## config.mk

```make
export PLATFORM = sky130hd
export DESIGN_NAME = boot_mode_selector
export DESIGN_NICKNAME = d
export VERILOG_FILES = /design/src/hw/boot_mode_pkg.sv /design/src/hw/boot_mode_selector.sv
export VERILOG_INCLUDE_DIRS = /design/src /design/src/hw
export SDC_FILE = /design/constraint.sdc
export NUM_CORES = 1
export LEC_CHECK = 0
export ABC_AREA = 1
export BUFFER_PORTS_ARGS = -buffer_cell sky130_fd_sc_hd__clkbuf_2
export CAP_MARGIN = 20
export CORE_MARGIN = 2
export CORE_UTILIZATION = 56
export CTS_CLUSTER_SIZE = 25
export DETAILED_ROUTE_END_ITERATION = 8
export GPL_ROUTABILITY_DRIVEN = 1
export PLACE_DENSITY = 0.89
export SLEW_MARGIN = 20
export SYNTH_ARGS = -nofsm -noshare
export SYNTH_HDL_FRONTEND = slang
export SYNTH_SLANG_ARGS = --single-unit
```

## constraint.sdc

```tcl
create_clock -name clk_in -period 2.6 [get_ports clk_in]
set_input_delay 0.52 -clock clk_in [delete_from_list [all_inputs] [get_ports clk_in]]
set_output_delay 0.52 -clock clk_in [all_outputs]
set_load 0.005 [all_outputs]
```

## src/hw/boot_mode_map.svh

```systemverilog
`ifndef BOOT_MODE_MAP_SVH
`define BOOT_MODE_MAP_SVH

// Boot select codes, high bit then low bit
`define BM_SEL_USER 2'h3
`define BM_SEL_STD 2'h2
`define BM_SEL_ALT 2'h1
`define BM_SEL_RSVD 2'h0

// Code fetch address that is redirected to the boot flash
`define BM_FETCH_ADDR 24'h00_0000

// User key codes; any other key value means endless loop
`define BM_KEY_STD 16'h0001
`define BM_KEY_UART 16'h0002
`define BM_KEY_CAN 16'h0003

// Arbitrary default of the reference signature
`define BM_REF_SIG 16'h5A3C

// Software reset pulse length in cycles
`define BM_SWRST_CYC 8'h08

// Cycles a CAN low level must last to count as a valid dominant bit
`define BM_DOM_CYC 8'h08

`endif

```

## src/hw/boot_mode_pkg.sv

```systemverilog
package boot_mode_pkg;

  // Captured boot select pins
  typedef struct packed {
    logic high;
    logic low;
  } boot_sel_t;

  // Contents of the two signature locations
  typedef struct packed {
    logic [15:0] word1;
    logic [15:0] word0;
  } user_sig_t;

  // Boot status seen by the rest of the chip
  typedef struct packed {
    logic [1:0] path;
    logic fetch_boot_flash;
    logic sw_reset;
    logic user_code;
    logic uart_boot;
    logic can_boot;
    logic endless_loop;
    logic reserved;
  } boot_status_t;

  // Sequencer states, one-hot
  typedef enum logic [10:0] {
    ST_WAIT = 11'h001,
    ST_DECODE = 11'h002,
    ST_SIG = 11'h004,
    ST_KEY = 11'h008,
    ST_SWRST = 11'h010,
    ST_USER = 11'h020,
    ST_SCAN = 11'h040,
    ST_UART = 11'h080,
    ST_CAN = 11'h100,
    ST_LOOP = 11'h200,
    ST_RSVD = 11'h400
  } boot_state_t;

endpackage : boot_mode_pkg

```

## src/hw/boot_mode_selector.sv

```systemverilog
`timescale 1ns/100ps
`include "boot_mode_map.svh"
// Function
// RULE_01: Capture select bits on reset input rise
// RULE_02: Code 11 selects user mode, user flash
// RULE_03: Code 10 selects standard download, fetch remapped
// RULE_04: Code 01 activates selective boot path
// RULE_05: Selective boot also remaps fetches, own sequence
// RULE_06: Signature of two words checked against reference
// RULE_07: Signature match gives software reset, user code
// RULE_08: Mismatch reads user key for channel
// RULE_09: Key picks standard, UART, CAN or loop
// RULE_10: Standard loader watches UART and CAN lines
// RULE_11: UART start condition runs UART loader
// RULE_12: Valid CAN dominant bit runs CAN loader
// RULE_13: Code 00 reserved, no boot path taken
// RULE_14: First detected channel locks out the other
module boot_mode_selector
  import boot_mode_pkg::*;
#(
  parameter logic [15:0] REF_SIG = `BM_REF_SIG,
  parameter logic [7:0] SWRST_CYC = `BM_SWRST_CYC,
  parameter logic [7:0] DOM_CYC = `BM_DOM_CYC
) (
  // Clock and reset
  input wire logic clk_in,
  input wire logic sys_rst_in,
  // Configuration pins
  input wire logic external_reset_input_in,
  input wire logic boot_select_high_bit_in,
  input wire logic boot_select_low_bit_in,
  // Flash contents read by the selective path
  input wire user_sig_t user_sig_in,
  input wire logic [15:0] user_key_in,
  // Download channels
  input wire logic uart_receive_line_in,
  input wire logic first_can_receive_line_in,
  // Boot status
  output boot_status_t status_out
);

  ////////////////////////////////////////////////////////////////////
  // State
  boot_state_t state, next_state;
  boot_sel_t sel, next_sel;
  logic rst_prev, next_rst_prev;
  logic uart_prev, next_uart_prev;
  logic en_uart, next_en_uart;
  logic en_can, next_en_can;
  logic [7:0] dom_cnt, next_dom_cnt;
  logic [7:0] swrst_cnt, next_swrst_cnt;
  boot_status_t next_status;
  logic rst_rise;
  logic uart_start;
  logic can_valid;
  logic sig_ok;

  // Event detectors
  assign rst_rise = external_reset_input_in & ~rst_prev; // RULE_01
  assign uart_start = uart_prev & ~uart_receive_line_in; // RULE_11
  assign can_valid = (dom_cnt >= DOM_CYC); // RULE_12
  assign sig_ok = (16'(user_sig_in.word0 + user_sig_in.word1) == REF_SIG); // RULE_06

  ////////////////////////////////////////////////////////////////////
  // Next-state logic
  always_comb begin
    next_state = state;
    next_sel = sel;
    next_rst_prev = external_reset_input_in;
    next_uart_prev = uart_receive_line_in;
    next_en_uart = en_uart;
    next_en_can = en_can;
    next_swrst_cnt = swrst_cnt;
    next_dom_cnt = 8'h00;
    case (state)
      ST_WAIT: begin
        if (rst_rise) begin
          next_sel = '{high: boot_select_high_bit_in, low: boot_select_low_bit_in}; // RULE_01
          next_state = ST_DECODE;
        end
      end
      ST_DECODE: begin
        case (sel)
          `BM_SEL_USER: next_state = ST_USER; // RULE_02
          `BM_SEL_STD: begin
            next_en_uart = 1'b1; // RULE_03
            next_en_can = 1'b1;
            next_state = ST_SCAN;
          end
          `BM_SEL_ALT: next_state = ST_SIG; // RULE_04
          default: next_state = ST_RSVD; // RULE_13
        endcase
      end
      ST_SIG: begin
        if (sig_ok) begin
          next_swrst_cnt = SWRST_CYC; // RULE_07
          next_state = ST_SWRST;
        end else begin
          next_state = ST_KEY; // RULE_08
        end
      end
      ST_KEY: begin
        // Key read once here to choose the channel
        case (user_key_in) // RULE_09
          `BM_KEY_STD: begin
            next_en_uart = 1'b1;
            next_en_can = 1'b1;
            next_state = ST_SCAN;
          end
          `BM_KEY_UART: begin
            next_en_uart = 1'b1;
            next_state = ST_SCAN;
          end
          `BM_KEY_CAN: begin
            next_en_can = 1'b1;
            next_state = ST_SCAN;
          end
          default: next_state = ST_LOOP;
        endcase
      end
      ST_SWRST: begin
        next_swrst_cnt = swrst_cnt - 8'h01; // RULE_07
        if (swrst_cnt == 8'h01) begin
          next_state = ST_USER;
        end
      end
      ST_SCAN: begin
        // Count a low CAN level, saturating at the filter length
        if (en_can && !first_can_receive_line_in) begin
          next_dom_cnt = can_valid ? dom_cnt : dom_cnt + 8'h01; // RULE_10
        end
        // UART wins a tie; the other channel is disabled for good
        if (en_uart && uart_start) begin
          next_en_can = 1'b0; // RULE_14
          next_state = ST_UART; // RULE_11
        end else if (en_can && can_valid) begin
          next_en_uart = 1'b0; // RULE_14
          next_state = ST_CAN; // RULE_12
        end
      end
      ST_USER, ST_UART, ST_CAN, ST_LOOP, ST_RSVD: begin
        next_state = state;
      end
      default: next_state = ST_WAIT;
    endcase
    // Reset input held low puts the sequencer back to waiting
    if (!external_reset_input_in) begin
      next_state = ST_WAIT;
      next_en_uart = 1'b0;
      next_en_can = 1'b0;
      next_dom_cnt = 8'h00;
      next_swrst_cnt = 8'h00;
    end
  end

  ////////////////////////////////////////////////////////////////////
  // Output decode from the next state
  always_comb begin
    next_status = '0;
    next_status.path = next_sel;
    next_status.user_code = (next_state == ST_USER); // RULE_02
    next_status.sw_reset = (next_state == ST_SWRST); // RULE_07
    next_status.uart_boot = (next_state == ST_UART); // RULE_11
    next_status.can_boot = (next_state == ST_CAN); // RULE_12
    next_status.endless_loop = (next_state == ST_LOOP); // RULE_09
    next_status.reserved = (next_state == ST_RSVD); // RULE_13
    // Fetches at the bottom address go to the boot flash
    next_status.fetch_boot_flash = (next_state == ST_SIG) || (next_state == ST_KEY) ||
      (next_state == ST_SWRST) || (next_state == ST_SCAN) ||
      (next_state == ST_UART) || (next_state == ST_CAN) ||
      (next_state == ST_LOOP); // RULE_03 RULE_05
  end

  ////////////////////////////////////////////////////////////////////
  // Registers
  always_ff @(posedge clk_in) begin
    if (sys_rst_in) begin
      state <= ST_WAIT;
      sel <= '0;
      rst_prev <= 1'b1;
      uart_prev <= 1'b1;
      en_uart <= 1'b0;
      en_can <= 1'b0;
      dom_cnt <= 8'h00;
      swrst_cnt <= 8'h00;
      status_out <= '0;
    end else begin
      state <= next_state;
      sel <= next_sel;
      rst_prev <= next_rst_prev;
      uart_prev <= next_uart_prev;
      en_uart <= next_en_uart;
      en_can <= next_en_can;
      dom_cnt <= next_dom_cnt;
      swrst_cnt <= next_swrst_cnt;
      status_out <= next_status;
    end
  end
endmodule : boot_mode_selector

```

# Word-level counts from Yosys, hierarchy flattened
# Cells that the tools add are included.
[word_totals]
inputBits = 55
output_inout_bits = 9
elab_cells = 105
register_bits = 42
[classes]
n_mux = 21
addsub = 3
eq_ne = 35
bitwise_logic = 7
magnitude_cmp = 1
n_reduce_logical = 21
[op_table]
columns = ["cell", "count"]
rows = [
  ["$pmux 11 s7", 1],
  ["$mux 11", 5],
  ["$pmux 11 s3", 1],
  ["$eq 16x2->1 const B", 2],
  ["$eq 11x10->1 const B", 2],
  ["$eq 11x11->1 const B", 2],
  ["$eq 11x3->1 const B", 2],
  ["$eq 11x4->1 const B", 2],
  ["$eq 11x5->1 const B", 2],
  ["$eq 11x6->1 const B", 2],
  ["$eq 11x7->1 const B", 2],
  ["$eq 11x8->1 const B", 2],
  ["$eq 11x9->1 const B", 2],
  ["$add 16x16->16", 1],
  ["$eq 16x1->1 const B", 1],
  ["$eq 16x15->1 const B", 1],
  ["$pmux 8 s2", 1],
  ["$ne 2x2->1 const B", 7],
  ["$eq 11x1->1 const B", 1],
  ["$eq 11x2->1 const B", 1],
  ["$mux 10", 1],
  ["$add 8x1->8 const B", 1],
  ["$eq 8x1->1 const B", 1],
  ["$ge 8x4->1 const B", 1],
  ["other kinds (22)", 44],
]

# Logic depth before layout (Yosys ltp)
# Gate-level depths: netlist of the first run.
[depth]
depth_word = 13
mapped_depth = 18
depth_no_buf = 18

# Least setup slack after synthesis of the first run
# No wires, ideal clock.
[synth_timing]
path_kind = "input -> register"
startpoint = "input port user_sig_in[0] (netlist name)"
endpoint = "register status_out[6] (netlist name)"
slack_ns = 0.167
t_required_ns = 2.472
n_path_buf = 0
path_stages = 18
arrival_time_ns = 2.305
path_cell_list = "ha_1 -> fa_1 -> nand2_1 -> nand2_1 -> nand3_1 -> nand2_1 -> nand2_1 -> nand2_1 -> nand2_1 -> nand2_1 -> inv_1 -> nand3_1 -> nor2_1 -> nand3_1 -> nand3_1 -> nand3_1 -> nor2_1 -> nor2_1"
[synth_via]
elab_chain_len = 12
word_cells_on_any_way = 18
cone_classes = "add/sub (1); eq/ne (8); mux (3); reduce/logical (6)"
[synth_lines]
columns = ["item", "line", "source"]
rows = [
  ["start, declared", "boot_mode_selector.sv:33", "input wire user_sig_t user_sig_in,"],
  ["$add 16x16->16 *", "boot_mode_selector.sv:62", "assign sig_ok = (16'(user_sig_in.word0 + user_sig_in.word1) == REF_SIG);"],
  ["$eq 16x15->1 *", "boot_mode_selector.sv:62", ""],
  ["$mux 5 *", "boot_mode_selector.sv:95", "if (sig_ok) begin"],
  ["$pmux 11 s7 *", "boot_mode_selector.sv:75", "case (state)"],
  ["$mux 11 *", "boot_mode_selector.sv:147", "if (!external_reset_input_in) begin"],
  ["$eq 11x3->1 or $eq 11x4->1 (tied branches)", "boot_mode_selector.sv:168", "next_status.fetch_boot_flash = (next_state == ST_SIG) || (next_state == ST_KEY) ||"],
  ["$logic_or 1x1->1 (2 in a row)", "boot_mode_selector.sv:168", ""],
  ["$logic_or 1x1->1 (2 in a row)", "boot_mode_selector.sv:169", "(next_state == ST_SWRST) || (next_state == ST_SCAN) ||"],
  ["$logic_or 1x1->1", "boot_mode_selector.sv:170", "(next_state == ST_UART) || (next_state == ST_CAN) ||"],
  ["$logic_or 1x1->1 *", "boot_mode_selector.sv:170", ""],
  ["end signal, assigned", "boot_mode_selector.sv:196", "status_out <= next_status;"],
  ["end, declared", "boot_mode_selector.sv:39", "output boot_status_t status_out"],
]
# Every way passes the cells marked *; elsewhere a longest branch is shown, timed or not.
# A chain may end at the register's enable or synchronous reset.

# Worst setup path in the final report of the first run
# Same ends and word-level chain as after synthesis.

==> results of run 1 <==
## worst max-delay path, stage by stage
cell and delay [ns]:
clkbuf_2 0.08, ha_1 0.21, fa_2 0.38, nand2_1 0.10
nand2_1 0.07, nand3_1 0.09, nand2_1 0.07, nand2_1 0.08
nand2_1 0.05, nand2_1 0.11, nand2_1 0.06, inv_1 0.05
nand3_1 0.06, nor2_1 0.16, nand3_2 0.11, nand3_1 0.10
nand3_1 0.07, nor2_1 0.12, nor2_1 0.05
## cells in the final DEF, fill, tap and decap left out, drive strengths merged, types with 2 or more instances in the layout
cell,n
or2,4
nand3,55
clkinv,2
nor3,13
buf,4
ha,19
a211oi,9
a21oi,30
o21ai,14
clkbuf,68
nand3b,4
nand4,16
nor2,72
and3,2
nor3b,2
inv,90
nor4,3
nand2,148
a31oi,2
xor2,4
dfxtp,40
## metal layers
metal / vias to the layer above / share of wire / track usage
li1: 1885 / - / -
met1: 1595 / 0.46 / 0.335
met2: 125 / 0.47 / 0.450
met3: 16 / 0.053 / 0.0433
met4: 0 / 0.014 / 0.0644
met5: - / 0 / 0
## cells by family after synthesis
group / after synthesis
AO/OA/AOI/OAI: 58
flip-flops: 40
AND/OR/NAND/NOR: 321
XOR/XNOR: 5
adder cells (fa/ha/maj): 20
buffers and inverters: 93
## flip-flops by register name, summed over array words and instances, names as in the netlist
name	cells
dom_cnt	8
uart_prev	1
state	11
rst_prev	1
en_uart	1
swrst_cnt	8
status_out	9
en_can	1
## layout make-up
type | instances | area (µm²) | area share
multi-input combinational | 404 | 2160 | 0.561
inverter | 91 | 342 | 0.0888
clock buffer | 5 | 68.8 | 0.0179
clock inverter | 3 | 42.5 | 0.0111
tap | 72 | 90.1 | 0.0234
sequential | 40 | 801 | 0.208
timing repair buffer | 67 | 345 | 0.0898
## power by group
group          internal, mW  total, mW  leakage (nW)  switching, mW
clock network         0.284      0.510        0.0541          0.226
registers             0.616      0.619         0.323        0.00271
logic                 0.148      0.395          1.62          0.247
total                  1.05       1.52          1.99          0.475
## final timing paths
path,from,endpoint,depth (start not counted)
setup / recovery,user_sig_in[0],status_out[6],19
hold / removal,uart_receive_line_in,uart_prev,3
setup reg to reg,swrst_cnt[3],state[10],6
hold reg to reg,dom_cnt[5],dom_cnt[5],2
## stage by stage
step | TNS [ns] | area (µm²) | worst slack, ns
after floorplan | 0 | 3300 | 0.167
after global placement | -0.00451 | 3730 | -0.00451
after detailed placement | -0.949 | 3730 | -0.169
after CTS | 0 | 3840 | 0.150
after global routing | -0.0454 | 3850 | -0.0211
final | 0 | 3850 | 0.204
==> flow_summary.toml, run 1 <==
[clock_network]
cts_setup_buffers = 0
cts_max_path_buffers = 2
cts.sinks = 40
postCtsHoldBufs = 0
cts_resized = 0
cts_made_buffers = 5
clock_tree.root_cell = "clkbuf_8"
insertion_delay_ns = 0.30
cts_max_level = 2
cts_tree = "built"
clkTransAtPathRegs_ns = 0.08

[floorplanning]
die_w_um = 80.8
pin_count = 64
die_area_um2 = 6520
die_y_um = 80.8
rows = 27
fp.coreArea_um2 = 5610
start_util = 0.588

[synth]
synthTopCellsByCount = "nand2_1, inv_1, nor2_1"
postSynthCellCount = 537
muxShareOfSynthArea = 0
synth_top_family_by_area = "simple AND/OR/NAND/NOR gates"
synth_top_cell_by_area = "dfxtp_1"
synth_fp_nets = 612
synth_area_leaders = "dfxtp_1, nand2_1, inv_1"
synth_compound_area_frac = 0.106
synth_seq_cells = 40
ys_seq_area_frac = 0.243
synth_cell_types = 39
synth_most_common_cell = "nand2_1"
synthXorXnorAreaFrac = 0.0133
synth_adder_area_share = 0.0781
syn_area_um2 = 3300
ys.flop_type = "dfxtp_1"
synth_edf_count = 0
synth-async-reset-ratio = 0
synth_top_area_share = 0.243
synth_simple_gate_area_frac = 0.454
syn_avg_cell_area_um2 = 6.14
synth-warning-count = 0

[layout]
nFillCells = 513
diodes = 0
nets = 684
fin_util = 0.686
drive_above_1_share = 0.184
final-instance-count-excl-fill = 682
area_delta_synth_final_pct = 16.6

[critical_path]
worstPathRequired_ns = 2.77
end_kind = "register"
path_class = "in -> reg"
cp-start-kind = "primary input"
r2r_slack_ns = 0.56
cp.arrival_ns = 2.57
worst-path-max-fanout = 4

[drt]
firstDrtPassIters = 5
ant_nets = 0
drt-initial-drc-count = 216
via_count = 3621
route.detailed.drc = 0
totalWireLength_um = 7970
wl_per_cell_um = 11.7
vias_per_cell = 5.31

[timing]
setup_viol = 0
worst_pin_slew_ns = 0.680
finalMaxSlewViolations = 0
timing.final.hold_violations = 0
fmax_ghz = 0.417
finalCritPeriodShare = 0.921
period_minus_slack_ns = 2.40
hold_slack_ns = 0.408
skew_ns = 0.00653
slew_headroom = 0.541

[global_routing]
grt_max_degree = 20
grt_usage = 0.259
grt_pass1_wl_um = 13800
antenna_found_initial = 0
grt_pass1_vias = 3392
globalRoute.totalOverflow = 0

[flow_run]
drv_cap = 0

[run_status]
status = "finished clean"

[placement]
routabilityCongestion = 0.935
placed_cells = 674
io_buffers = 63
dp_hpwl_um = 6500

[power]
worst_ir_drop_vdd_mv = 0.379
total_power_mw = 1.52
powerDensity_nw_per_um2 = 396
leakagePower_nw = 1.99

[worst_hold_path]
hold_path_class = "in -> reg"
Note: power is estimated with default switching activity, not from simulation.
==> run 2: changes to the inputs <==
--- a/config.mk
+++ b/config.mk
@@ -10,11 +10,11 @@
 export BUFFER_PORTS_ARGS = -buffer_cell sky130_fd_sc_hd__clkbuf_2
 export CAP_MARGIN = 20
 export CORE_MARGIN = 2
-export CORE_UTILIZATION = 56
+export CORE_UTILIZATION = 51
 export CTS_CLUSTER_SIZE = 25
 export DETAILED_ROUTE_END_ITERATION = 8
 export GPL_ROUTABILITY_DRIVEN = 1
-export PLACE_DENSITY = 0.89
+export PLACE_DENSITY = 0.85
 export SLEW_MARGIN = 20
 export SYNTH_ARGS = -nofsm -noshare
 export SYNTH_HDL_FRONTEND = slang
==> constraint.sdc (replaced) <==
create_clock -name clk_in -period 2 [get_ports clk_in]
set_input_delay 0.4 -clock clk_in [delete_from_list [all_inputs] [get_ports clk_in]]
set_output_delay 0.4 -clock clk_in [all_outputs]
set_load 0.02 [all_outputs]
==> run 2 against run 1 <==
  * The flow now finishes with violations (negative setup slack)
  * Largest cell class unchanged
  * Wire length grew 15%
  * First-iteration DRC count up 14%
  * Sequential power grew 30%
  * Non-clock buffer count increased by 32
  * Critical endpoint unchanged
==> flow_summary.toml, run 2 (synthesis gave the netlist of run 1 again) <==
[run_status]
status = "finished, violations left"
violations = "negative setup slack"

[power]
leakagePower_nw = 2.18
worst_ir_drop_vdd_mv = 0.591
powerDensity_nw_per_um2 = 491
total_power_mw = 2.17

[floorplanning]
die_y_um = 84.4
pin_count = 64
die_w_um = 84.4
fp.coreArea_um2 = 6310
start_util = 0.523
die_area_um2 = 7130
rows = 29

[global_routing]
globalRoute.totalOverflow = 0
antenna_found_initial = 0
grt_max_degree = 19
grt_pass1_wl_um = 14500
grt_usage = 0.238
grt_pass1_vias = 3523

[clock_network]
clkTransAtPathRegs_ns = 0.08
cts_max_path_buffers = 2
insertion_delay_ns = 0.30
cts_tree = "built"
cts.sinks = 40
cts_made_buffers = 5
clock_tree.root_cell = "clkbuf_8"
cts_max_level = 2

[timing]
worst_pin_slew_ns = 0.390
setup_viol = 12
finalCritPeriodShare = 1.08
fmax_ghz = 0.463
hold_slack_ns = 0.285
finalMaxSlewViolations = 0
setup_slack_ns = -0.158
timing.final.hold_violations = 0
rsz0062_at_grt = "yes"
period_minus_slack_ns = 2.16
skew_ns = 0.00750
slew_headroom = 0.737

[drt]
wl_per_cell_um = 12.7
ant_nets = 0
vias_per_cell = 5.42
firstDrtPassIters = 5
drt-initial-drc-count = 246
totalWireLength_um = 9140
route.detailed.drc = 0
via_count = 3894

[layout]
diodes = 0
largest_register = "state"
mostFrequentLayoutCell = "nand2_1"
final_cell_mix = "nand2_1, inv_1, clkbuf_2"
largest_reg_flops = 11
drive_above_1_share = 0.316
area_delta_synth_final_pct = 33.9
nFillCells = 516
seq_area_um2 = 803
reg_top3 = "state: 11 flops, status_out: 9 flops"
nets = 716
multiInputGateArea_um2 = 2460

[critical_path]
path_class = "in -> reg"
cp.arrival_ns = 2.34
end_kind = "register"
critPathBufInv = 2
worstPathRequired_ns = 2.19
r2r_slack_ns = -0.04
r2r_start = "state[7]"
cp_common_cell = "nand2_2"
worstSetupPathDepth = 19
r2r_end = "status_out[6]"
worst-path-max-fanout = 3
slowest_delay_ns = 0.37
slowest_stage = "fa_2"
cp-start-kind = "primary input"
r2r_cells = 13
critPathTopFamily = "simple AND/OR/NAND/NOR gates"
path_cells = "buf_6 -> ha_4 -> fa_2 -> nand2_2 -> nand2_2 -> nand3_2 -> nand2_2 -> nand2_2 -> nand2_2 -> nand2_2 -> nand2_1 -> inv_1 -> nand3_1 -> nor2_2 -> nand3_2 -> nand3_2 -> nand3_1 -> nor2_2 -> nor2_1"

[worst_hold_path]
min_to = "uart_prev"
hold_path_class = "in -> reg"
holdPathStages = 3
worstHoldStart = "uart_receive_line_in"

[placement]
routabilityCongestion = 0.922
dp_hpwl_um = 6560
io_buffers = 63

[flow_run]
drv_cap = 0
==> run 2: cell count changes in the layout (fill, tap and decap cells not counted), moves of 4 or more <==
cell     previous run  this run
nand3_1            48        39
buf_6               0         4
o21ai_0            13         9
nor2_2              3         9
a21oi_1            25        19
nand3_2             7        15
ha_4                0         8
a21oi_2             4         9
nand2_1           135       119
buf_4               4        34
nand2_2            10        26
nor2_1             67        58
ha_1               19        11
==> run 2: worst max-delay path by stage <==
stage,start,endpoint,slack [ns]
6_report,user_sig_in[0],status_out[6],-0.16
5_1_grt,user_sig_in[0],swrst_cnt[3],-0.35
4_1_cts,user_sig_in[16],status_out[6],-0.09
3_5_place_dp,user_sig_in[16],status_out[6],-0.46
3_3_place_gp,user_sig_in[0],status_out[6],-0.41
2_1_floorplan,user_sig_in[0],status_out[6],-0.17
==> run 2: what timing repair did <==
item / in CTS / in global routing
gates resized for setup: 22 / 52
setup endpoints to repair: 12 / 23
pin swaps: 20 / 21
setup buffers: 3 / 4
hold buffers: 0 / 0
==> run 2: cell type report <==
| cell class | count | share of cell area |
|---|---|---|
| Clock buffer | 5 | 0.0156 |
| Tap cell | 77 | 0.0218 |
| Timing Repair Buffer | 99 | 0.137 |
| Inverter | 91 | 0.0773 |
| Multi-Input combinational cell | 404 | 0.556 |
| Sequential cell | 40 | 0.182 |
| Clock inverter | 3 | 0.0105 |
==> run 2: metal layers <==
layer	global-route usage	vias up	share of wire
li1	-	1946	-
met1	0.298	1779	0.43
met2	0.430	142	0.50
met3	0.0374	27	0.063
met4	0.0577	0	0.016
met5	0	-	0
==> run 2: worst reg2reg max path: cells and delay by family (launching register included) <==
| kind | cells | cell delay, ns |
|---|---|---|
| and+or+nand+nor | 8 | 0.85 |
| DFF | 1 | 0.41 |
| AOI/OAI and AO/OA | 1 | 0.35 |
| buffers and inverters | 4 | 0.32 |
==> run 2: power breakdown <==
| group | switching (mW) | internal (mW) | total, mW |
|---|---|---|---|
| clock | 0.306 | 0.376 | 0.682 |
| sequential | 0.00416 | 0.801 | 0.805 |
| combinational | 0.382 | 0.299 | 0.681 |
==> run 2: through the flow <==
step / worst slack, ns / setup TNS (ns) / instance area [µm²] / utilization / instances
6_report: -0.158 / -1.12 / 4420 / 0.700 / 719
5_1_grt: -0.348 / -2.90 / 4420 / 0.700 / 719
4_1_cts: -0.0922 / -0.302 / 4210 / 0.667 / 715
3_5_place_dp: -0.464 / -4.96 / 3940 / 0.624 / 704
3_3_place_gp: -0.407 / -4.14 / 3940 / 0.624 / 704
2_1_floorplan: -0.166 / -1.19 / 3320 / - / 537
